[src/core/heth_pkg.sv]
package heth_pkg;
  // ==========================================================================
  // Register byte offsets on the host bus
  localparam logic [7:0] HETH_OFF_STATUS       = 8'h92;
  localparam logic [7:0] HETH_OFF_RX_THRESHOLD = 8'h9c;
  localparam logic [7:0] HETH_OFF_TX_REQUEST   = 8'h9e;
  localparam logic [7:0] HETH_OFF_HASH0        = 8'ha0;
  localparam logic [7:0] HETH_OFF_HASH1        = 8'ha2;

  // ==========================================================================
  // Status word bit positions held by this block, plus bit 0, the delay enable in the interrupt enable word
  localparam int HETH_BIT_RX_STOPPED  = 8;
  localparam int HETH_BIT_TX_SPACE    = 6;
  localparam int HETH_BIT_WAKE_FRAME  = 5;
  localparam int HETH_BIT_MAGIC_WAKE  = 4;
  localparam int HETH_BIT_LINKUP_WAKE = 3;
  localparam int HETH_BIT_ENERGY_WAKE = 2;
  localparam int HETH_BIT_DELAY_EN    = 0;

  // ==========================================================================
  // Threshold register fields
  localparam int HETH_BYTE_THR_MSB  = 15;
  localparam int HETH_BYTE_THR_LSB  = 8;
  localparam int HETH_FRAME_THR_MSB = 7;
  localparam int HETH_FRAME_THR_LSB = 0;

  // ==========================================================================
  // Power-management clear codes written to control bits 5:2
  localparam logic [3:0] HETH_PM_CLR_WAKE_FRAME  = 4'h8;
  localparam logic [3:0] HETH_PM_CLR_MAGIC_WAKE  = 4'h4;
  localparam logic [3:0] HETH_PM_CLR_LINKUP_WAKE = 4'h2;
  localparam logic [3:0] HETH_PM_CLR_ENERGY_WAKE = 4'h1;

  // ==========================================================================
  // Reset values and hash constants
  localparam logic [15:0] HETH_RST_WORD   = 16'h0000;
  localparam logic [31:0] HETH_CRC_INIT   = 32'hffffffff;
  localparam logic [31:0] HETH_CRC_POLY   = 32'h04c11db7;
  localparam int          HETH_GROUP_BIT  = 40;
endpackage

[src/core/heth_regs.sv]
`timescale 1ns/10ps
`default_nettype none

module heth_regs
  import heth_pkg::*;
(
  // Clock and reset
  input  wire logic        i_clock,
  input  wire logic        i_rst_n,
  // Host register port
  input  wire logic        i_reg_cs,
  input  wire logic        i_reg_wr,
  input  wire logic        i_reg_rd,
  input  wire logic [7:0]  i_reg_addr,
  input  wire logic [1:0]  i_reg_be,
  input  wire logic [15:0] i_reg_wdata,
  output logic      [15:0] o_reg_rdata,
  // Neighbouring control registers
  input  wire logic [15:0] i_int_enable,
  input  wire logic        i_pm_write,
  input  wire logic [3:0]  i_pm_code,
  input  wire logic        i_rx_byte_thr_en,
  input  wire logic        i_rx_frame_thr_en,
  input  wire logic        i_tx_monitor_en,
  input  wire logic        i_accept_all,
  input  wire logic        i_accept_all_mcast,
  input  wire logic        i_hash_mode,
  input  wire logic [15:0] i_hash_word_two,
  input  wire logic [15:0] i_hash_word_three,
  // Events from the queues and wake logic
  input  wire logic        i_rx_stopped,
  input  wire logic        i_wake_frame,
  input  wire logic        i_magic_wake,
  input  wire logic        i_linkup_wake,
  input  wire logic        i_energy_wake,
  input  wire logic [15:0] i_rx_byte_count,
  input  wire logic [7:0]  i_rx_frame_count,
  input  wire logic [15:0] i_tx_free_dwords,
  // Address filter request
  input  wire logic        i_da_valid,
  input  wire logic [47:0] i_da,
  // Results
  output logic             o_rx_status_set,
  output logic             o_irq,
  output logic             o_energy_plain,
  output logic             o_energy_delayed,
  output logic             o_filter_valid,
  output logic             o_mcast_accept,
  output logic      [5:0]  o_hash_index
);

  // ==========================================================================
  // State
  typedef struct packed {
    logic        rx_stopped_flag;
    logic        tx_space_flag;
    logic        wake_frame_flag;
    logic        magic_wake_flag;
    logic        linkup_wake_flag;
    logic        energy_wake_flag;
    logic [15:0] rx_frame_threshold_ctrl;
    logic [15:0] tx_next_space_request;
    logic [15:0] multicast_hash_word0;
    logic [15:0] multicast_hash_word1;
    logic [15:0] rdata;
    logic        rx_cond;
    logic        tx_cond;
    logic        rx_pulse;
    logic        irq;
    logic        filter_valid;
    logic        mcast_accept;
    logic [5:0]  hash_index;
  } heth_state_s;

  heth_state_s state;
  heth_state_s next_state;

  // ==========================================================================
  // Helpers

  // Serial CRC over the destination, first octet in bits 47:40, each octet LSB first
  function automatic logic [31:0] heth_crc(input logic [47:0] da);
    logic [31:0] crc;
    logic        fb;
    crc = HETH_CRC_INIT;
    for (int b = 0; b < 6; b++) begin
      for (int k = 0; k < 8; k++) begin
        fb  = crc[31] ^ da[47 - 8 * b - 7 + k];
        crc = {crc[30:0], 1'b0} ^ (fb ? HETH_CRC_POLY : 32'h00000000);
      end
    end
    return crc;
  endfunction

  logic        wr_hit;
  logic [15:0] wmask;
  logic [15:0] status_view;
  logic [31:0] crc_value;
  logic [5:0]  index_now;
  logic [15:0] table_word;
  logic        rx_cond_now;
  logic        tx_cond_now;
  logic        w1c_rx;
  logic        w1c_tx;

  // Byte lanes turn into a bit mask so partial writes leave the other lane alone
  assign wr_hit = i_reg_cs & i_reg_wr;
  assign wmask  = {{8{i_reg_be[1]}}, {8{i_reg_be[0]}}};

  // Only the flags owned here appear; every other position reads zero
  always_comb begin
    status_view                       = 16'h0000;
    status_view[HETH_BIT_RX_STOPPED]  = state.rx_stopped_flag;
    status_view[HETH_BIT_TX_SPACE]    = state.tx_space_flag;
    status_view[HETH_BIT_WAKE_FRAME]  = state.wake_frame_flag;
    status_view[HETH_BIT_MAGIC_WAKE]  = state.magic_wake_flag;
    status_view[HETH_BIT_LINKUP_WAKE] = state.linkup_wake_flag;
    status_view[HETH_BIT_ENERGY_WAKE] = state.energy_wake_flag;
  end

  // Write-one-clear strobes for the two host-clearable flags
  assign w1c_rx = wr_hit && (i_reg_addr == HETH_OFF_STATUS)
                  && i_reg_be[1] && i_reg_wdata[HETH_BIT_RX_STOPPED];
  assign w1c_tx = wr_hit && (i_reg_addr == HETH_OFF_STATUS)
                  && i_reg_be[0] && i_reg_wdata[HETH_BIT_TX_SPACE];

  // Threshold conditions; a zero frame threshold is the host's to avoid
  assign rx_cond_now =
    (i_rx_byte_thr_en &&
     (i_rx_byte_count > {8'h00, state.rx_frame_threshold_ctrl[HETH_BYTE_THR_MSB:HETH_BYTE_THR_LSB]}))
    || (i_rx_frame_thr_en &&
     (i_rx_frame_count >=
      state.rx_frame_threshold_ctrl[HETH_FRAME_THR_MSB:HETH_FRAME_THR_LSB]));
  assign tx_cond_now = i_tx_monitor_en
                       && (i_tx_free_dwords >= state.tx_next_space_request);

  // Hash lookup: top two index bits choose the word, the rest the bit
  assign crc_value = heth_crc(i_da);
  assign index_now = crc_value[31:26];
  always_comb begin
    case (index_now[5:4])
      2'h0:    table_word = state.multicast_hash_word0;
      2'h1:    table_word = state.multicast_hash_word1;
      2'h2:    table_word = i_hash_word_two;
      default: table_word = i_hash_word_three;
    endcase
  end

  // ==========================================================================
  // Next-state logic
  always_comb begin
    next_state = state;

    // Flag set wins over a clear arriving in the same cycle
    if (w1c_rx) begin
      next_state.rx_stopped_flag = 1'b0;
    end
    if (i_rx_stopped) begin
      next_state.rx_stopped_flag = 1'b1;
    end
    if (w1c_tx) begin
      next_state.tx_space_flag = 1'b0;
    end
    if (tx_cond_now && !state.tx_cond) begin
      next_state.tx_space_flag = 1'b1;
    end

    // Wake flags ignore status writes; only exact power-management codes clear
    if (i_pm_write && (i_pm_code == HETH_PM_CLR_WAKE_FRAME)) begin
      next_state.wake_frame_flag = 1'b0;
    end
    if (i_pm_write && (i_pm_code == HETH_PM_CLR_MAGIC_WAKE)) begin
      next_state.magic_wake_flag = 1'b0;
    end
    if (i_pm_write && (i_pm_code == HETH_PM_CLR_LINKUP_WAKE)) begin
      next_state.linkup_wake_flag = 1'b0;
    end
    if (i_pm_write && (i_pm_code == HETH_PM_CLR_ENERGY_WAKE)) begin
      next_state.energy_wake_flag = 1'b0;
    end
    if (i_wake_frame) begin
      next_state.wake_frame_flag = 1'b1;
    end
    if (i_magic_wake) begin
      next_state.magic_wake_flag = 1'b1;
    end
    if (i_linkup_wake) begin
      next_state.linkup_wake_flag = 1'b1;
    end
    if (i_energy_wake) begin
      next_state.energy_wake_flag = 1'b1;
    end

    // Register writes, lane by lane
    if (wr_hit) begin
      if (i_reg_addr == HETH_OFF_RX_THRESHOLD) begin
        next_state.rx_frame_threshold_ctrl =
          (state.rx_frame_threshold_ctrl & ~wmask) | (i_reg_wdata & wmask);
      end else if (i_reg_addr == HETH_OFF_TX_REQUEST) begin
        next_state.tx_next_space_request =
          (state.tx_next_space_request & ~wmask) | (i_reg_wdata & wmask);
      end else if (i_reg_addr == HETH_OFF_HASH0) begin
        next_state.multicast_hash_word0 =
          (state.multicast_hash_word0 & ~wmask) | (i_reg_wdata & wmask);
      end else if (i_reg_addr == HETH_OFF_HASH1) begin
        next_state.multicast_hash_word1 =
          (state.multicast_hash_word1 & ~wmask) | (i_reg_wdata & wmask);
      end
    end

    // Read data is registered; unmapped offsets return zero
    if (i_reg_cs && i_reg_rd) begin
      if (i_reg_addr == HETH_OFF_STATUS) begin
        next_state.rdata = status_view;
      end else if (i_reg_addr == HETH_OFF_RX_THRESHOLD) begin
        next_state.rdata = state.rx_frame_threshold_ctrl;
      end else if (i_reg_addr == HETH_OFF_TX_REQUEST) begin
        next_state.rdata = state.tx_next_space_request;
      end else if (i_reg_addr == HETH_OFF_HASH0) begin
        next_state.rdata = state.multicast_hash_word0;
      end else if (i_reg_addr == HETH_OFF_HASH1) begin
        next_state.rdata = state.multicast_hash_word1;
      end else begin
        next_state.rdata = 16'h0000;
      end
    end

    // Receive flag is edge-raised so a standing backlog does not re-fire every cycle
    next_state.rx_cond  = rx_cond_now;
    next_state.tx_cond  = tx_cond_now;
    next_state.rx_pulse = rx_cond_now && !state.rx_cond;

    // Interrupt from the flags held here, gated by their enables
    next_state.irq = |(status_view & i_int_enable);

    // Filter verdict one cycle after the destination is offered
    next_state.filter_valid = i_da_valid;
    if (i_da_valid) begin
      next_state.hash_index   = index_now;
      next_state.mcast_accept = i_da[HETH_GROUP_BIT]
        && (i_accept_all || i_accept_all_mcast
            || (i_hash_mode && table_word[index_now[3:0]]));
    end
  end

  // ==========================================================================
  // State register
  always_ff @(posedge i_clock) begin
    if (!i_rst_n) begin
      state                         <= '0;
      state.rx_frame_threshold_ctrl <= HETH_RST_WORD;
      state.tx_next_space_request   <= HETH_RST_WORD;
      state.multicast_hash_word0    <= HETH_RST_WORD;
      state.multicast_hash_word1    <= HETH_RST_WORD;
    end else begin
      state <= next_state;
    end
  end

  // ==========================================================================
  // Outputs
  assign o_reg_rdata      = state.rdata;
  assign o_rx_status_set  = state.rx_pulse;
  assign o_irq            = state.irq;
  assign o_filter_valid   = state.filter_valid;
  assign o_mcast_accept   = state.mcast_accept;
  assign o_hash_index     = state.hash_index;
  // Energy wake kind follows the two enables at the moment it is read
  assign o_energy_plain   = state.energy_wake_flag && i_int_enable[HETH_BIT_ENERGY_WAKE]
                            && !i_int_enable[HETH_BIT_DELAY_EN];
  assign o_energy_delayed = state.energy_wake_flag && i_int_enable[HETH_BIT_ENERGY_WAKE]
                            && i_int_enable[HETH_BIT_DELAY_EN];

  // ==========================================================================
  // Assertions
  property p_rx_stop_set;
    @(posedge i_clock) disable iff (!i_rst_n)
      i_rx_stopped |=> state.rx_stopped_flag;
  endproperty
  a_rx_stop_set: assert property (p_rx_stop_set) else $error("stop flag not set");

  property p_rx_stop_hold;
    @(posedge i_clock) disable iff (!i_rst_n)
      state.rx_stopped_flag && !w1c_rx |=> state.rx_stopped_flag;
  endproperty
  a_rx_stop_hold: assert property (p_rx_stop_hold) else $error("stop flag lost");

  property p_tx_space;
    @(posedge i_clock) disable iff (!i_rst_n)
      i_tx_monitor_en && (i_tx_free_dwords >= state.tx_next_space_request) && !state.tx_cond
      |=> state.tx_space_flag;
  endproperty
  a_tx_space: assert property (p_tx_space) else $error("tx space flag missed");

  property p_wake_frame_clr;
    @(posedge i_clock) disable iff (!i_rst_n)
      state.wake_frame_flag && !(i_pm_write && i_pm_code == 4'h8) |=> state.wake_frame_flag;
  endproperty
  a_wake_frame_clr: assert property (p_wake_frame_clr) else $error("wake flag cleared");

  property p_energy_clr;
    @(posedge i_clock) disable iff (!i_rst_n)
      i_pm_write && i_pm_code == 4'h1 && !i_energy_wake |=> !state.energy_wake_flag;
  endproperty
  a_energy_clr: assert property (p_energy_clr) else $error("energy flag kept");

  property p_rx_frame_thr;
    @(posedge i_clock) disable iff (!i_rst_n)
      !state.rx_cond && i_rx_frame_thr_en && i_rx_frame_count >= state.rx_frame_threshold_ctrl[7:0]
      |=> o_rx_status_set;
  endproperty
  a_rx_frame_thr: assert property (p_rx_frame_thr) else $error("rx threshold missed");

  property p_irq;
    @(posedge i_clock) disable iff (!i_rst_n)
      |(status_view & i_int_enable) |=> o_irq;
  endproperty
  a_irq: assert property (p_irq) else $error("interrupt not raised");

  property p_reserved;
    @(posedge i_clock) disable iff (!i_rst_n)
      i_reg_cs && i_reg_rd && i_reg_addr == HETH_OFF_STATUS |=> (o_reg_rdata & 16'hfe83) == 16'h0000;
  endproperty
  a_reserved: assert property (p_reserved) else $error("reserved bit read one");

  property p_accept_all;
    @(posedge i_clock) disable iff (!i_rst_n)
      i_da_valid && i_da[40] && i_accept_all_mcast |=> o_filter_valid && o_mcast_accept;
  endproperty
  a_accept_all: assert property (p_accept_all) else $error("multicast dropped");

  property p_hash_off;
    @(posedge i_clock) disable iff (!i_rst_n)
      i_da_valid && !i_hash_mode && !i_accept_all && !i_accept_all_mcast |=> !o_mcast_accept;
  endproperty
  a_hash_off: assert property (p_hash_off) else $error("hash used outside mode");

endmodule

`default_nettype wire
[config.mk]
export PLATFORM = sky130hd
export DESIGN_NAME = heth_regs
export DESIGN_NICKNAME = d
export VERILOG_FILES = /design/src/core/heth_pkg.sv /design/src/core/heth_regs.sv
export SDC_FILE = /design/constraint.sdc
export NUM_CORES = 1
export LEC_CHECK = 0
export ABC_AREA = 1
export BUFFER_PORTS_ARGS = -buffer_cell sky130_fd_sc_hd__buf_2
export CAP_MARGIN = 40
export CORE_MARGIN = 2
export CORE_UTILIZATION = 50
export DETAILED_ROUTE_END_ITERATION = 7
export PLACE_DENSITY = 0.75
export REMOVE_ABC_BUFFERS = 1
export SLEW_MARGIN = 20
export SYNTH_ARGS = -nofsm -noshare
export SYNTH_HDL_FRONTEND = slang
export SYNTH_SLANG_ARGS = --single-unit
[constraint.sdc]
create_clock -name i_clock -period 4.6 [get_ports i_clock]
set_clock_uncertainty 0.15 [all_clocks]
set_input_delay 1.38 -clock i_clock [delete_from_list [all_inputs] [get_ports i_clock]]
set_output_delay 1.38 -clock i_clock [all_outputs]
set_load 0.03 [all_outputs]
==> results.sh <==
export IMPL_p_leak_nw=9.22
export IMPL_die_area_um2=25700
export IMPL_track_usage_pct=30.5
export IMPL_syn_area_per_cell_um2=5.94
export IMPL_core_area_um2=24200
export IMPL_final_antenna_net_count=0
export IMPL_hold_viol=0
export IMPL_clock_sinks=98
export IMPL_hold_class="flop to flop"
export IMPL_holdBufCountCts=0
export IMPL_p_per_area_nw_per_um2=958
export IMPL_fin_cells=2807
export IMPL_total_power_mw=16.8
export IMPL_cp_required_ns=4.70
export IMPL_cts_tree="yes"
export IMPL_cts_buffers=9
export IMPL_die_height_um=160
export IMPL_gp_congestion=0.930
export IMPL_final_cell_mix="543 x nand2_1, 234 x buf_4, 208 x inv_1, 194 x buf_2, 190 x nand2_2"
export IMPL_crit_buf_inv=7
export IMPL_async_flop_share_pct=0
export IMPL_netlist_area_um2=12200
export IMPL_area_growth_synth_to_final_pct=43.4
export IMPL_drc_errors=0
export IMPL_cp_common_cell="nand2_1"
export IMPL_worstPathArrival_ns=5.44
export IMPL_dp_hpwl_mm=32.6
export IMPL_r2r_end="state[96]$_SDFFE_PN0P_"
export IMPL_vias=15300
export IMPL_maxCapViolCount=0
export IMPL_max_freq_mhz=187
export IMPL_vias_per_cell=5.45
export IMPL_synth_seq_cells=98
export IMPL_h_tree_depth=3
export IMPL_cts_root_buffer="clkbuf_16"
export IMPL_cts_path_max_buffers=2
export IMPL_drv_slew=0
export IMPL_initial_core_util_pct=50.5
export IMPL_synthFlopType="dfxtp_1"
export IMPL_clk_latency_ns=0.36
export IMPL_clk_transition_reported_paths_ns=0.07
export IMPL_grt_pass1_vias=13500
export IMPL_setup_tns_ns=-1.75
export IMPL_slew_headroom_pct=47.3
export IMPL_r2r_slack_ns=1.61
export IMPL_rows=57
export IMPL_fin_nets=2684
export IMPL_antenna_found_initial=11
export IMPL_die_w_um=160
export IMPL_path_class="input port to flop"
export IMPL_synth_yosys_seq_area_share_pct=16.1
export IMPL_worstMarginPinSlew_ns=0.789
export IMPL_grt_pass1_wl_mm=64.4
export IMPL_overflow=0
export IMPL_cp_slowest_stage_delay_ns=0.20
export IMPL_critical_path_max_fanout=10
export IMPL_numPortBuffers=202
export IMPL_final_common_cell="nand2_1"
export IMPL_ir_drop_mv=1.58
export IMPL_path_delay_family="simple AND/OR/NAND/NOR gates"
export IMPL_outcome="complete, but fails checks"
export IMPL_wl_per_cell_um=16.0
export IMPL_ys_warnings_count=0
export IMPL_place_ws_ns=-1.08
export IMPL_synth_edff_count=0
export IMPL_ios=212
export IMPL_finalCriticalPeriod_ns=5.34
export IMPL_violations="negative setup slack"
export IMPL_setup_viol=5
export IMPL_slowest_stage="nand3_4"
export IMPL_dp_cells=2725
export IMPL_synthCells=2055
export IMPL_ys_types=52
export IMPL_critPathCaptureType="flop"
export IMPL_period_share_pct=116
export IMPL_wl_mm=45.0
export IMPL_min_from="state[11]$_SDFF_PN0_"
export IMPL_hold_depth=1
export IMPL_first_pass_iters=5
export IMPL_drt_iter0_drc=1268
export IMPL_holdPathEnd="o_rx_status_set$_SDFF_PN0_"
export IMPL_cp_start_kind="input port"
export IMPL_drive_above_1_share_pct=40.3
export IMPL_setup_ws_ns=-0.738
export IMPL_rsz0062_at_grt="yes"
export IMPL_grt_max_degree=45
export IMPL_ff2ff_path_depth=15
power by group:
group / switching, mW / total (mW) / internal [mW]
logic: 8.93 / 15.1 / 6.19
clock network: 0.373 / 0.751 / 0.378
registers: 0.0130 / 0.895 / 0.882
total: 9.31 / 16.8 / 7.45
worst max-delay path by stage:
stage | start | endpoint | slack (ns) | depth (start not counted)
floorplan | i_da[42] | o_mcast_accept$_SDFFE_PN0P_ | -0.35 | 40
global route | i_da[40] | o_mcast_accept$_SDFFE_PN0P_ | -1.01 | 43
detailed placement | i_da[41] | o_mcast_accept$_SDFFE_PN0P_ | -1.08 | 42
CTS | i_da[40] | o_mcast_accept$_SDFFE_PN0P_ | -0.51 | 45
finish | i_da[40] | o_mcast_accept$_SDFFE_PN0P_ | -0.74 | 44
global placement | i_da[41] | o_mcast_accept$_SDFFE_PN0P_ | -0.97 | 42
routing by layer:
metal / track usage [%] / share of wire, %
met4: 11.2 / 4.3
met1: 38.4 / 40
met2: 52.4 / 48
met3: 5.17 / 7.4
met5: 0 / 0.049
kinds of logic after synthesis:
family	Yosys count	share of synthesized area [%]
and+or+nand+nor	1297	52.1
buffers and inverters	322	11.9
AOI/OAI and AO/OA	223	10.5
DFF	98	16.1
xor gates and xnor gates	83	6.19
adders and majority gates	32	3.28
what timing repair did:
action / CTS / global route
resized for setup: 108 / 334
cloned: 2 / 6
buffers inserted: 13 / 36
setup endpoints to repair: 5 / 7
pin swaps: 38 / 157
area by class of cell:
type                       count  area, um^2
sequential                    98        1960
timing repair inverter         1        8.76
multi-input combinational   1637       10500
antenna                       10        25.0
tap                          324         405
clock inverter                 7        61.3
clock buffer                   9         225
timing repair buffer         462        3280
fill                        1892        6680
inverter                     259        1050
stage by stage:
step	utilization, %	hold WS [ns]	cell area, um^2
after floorplan	-	0.224	11800
after global placement	61.3	0.228	14800
after detailed placement	61.4	0.235	14800
after CTS	64.9	0.245	15700
after global routing	72.4	0.268	17500
final	72.4	0.246	17500
cell usage after synthesis, drive strengths merged, types with 2 or more instances:
cell type / n / area share (%)
buf: 39 / 2.9
xnor2: 19 / 1.4
clkinv: 2 / 0.062
a21boi: 3 / 0.18
nor4: 2 / 0.10
nor2: 87 / 2.8
ha: 32 / 3.3
o211ai: 12 / 0.74
nand2: 877 / 33
a21o: 3 / 0.18
nand3: 283 / 14
a21oi: 88 / 3.7
a211oi: 23 / 1.4
nand3b: 10 / 0.61
clkbuf: 24 / 0.77
xor2: 63 / 4.6
nand4: 20 / 1.0
inv: 257 / 8.2
o22ai: 10 / 0.51
nor3: 11 / 0.45
dfxtp: 98 / 16
or2: 5 / 0.26
o21ai: 73 / 3.0
o2111ai: 2 / 0.14
o21a: 3 / 0.18
Note: power is estimated with default switching activity, not from simulation.
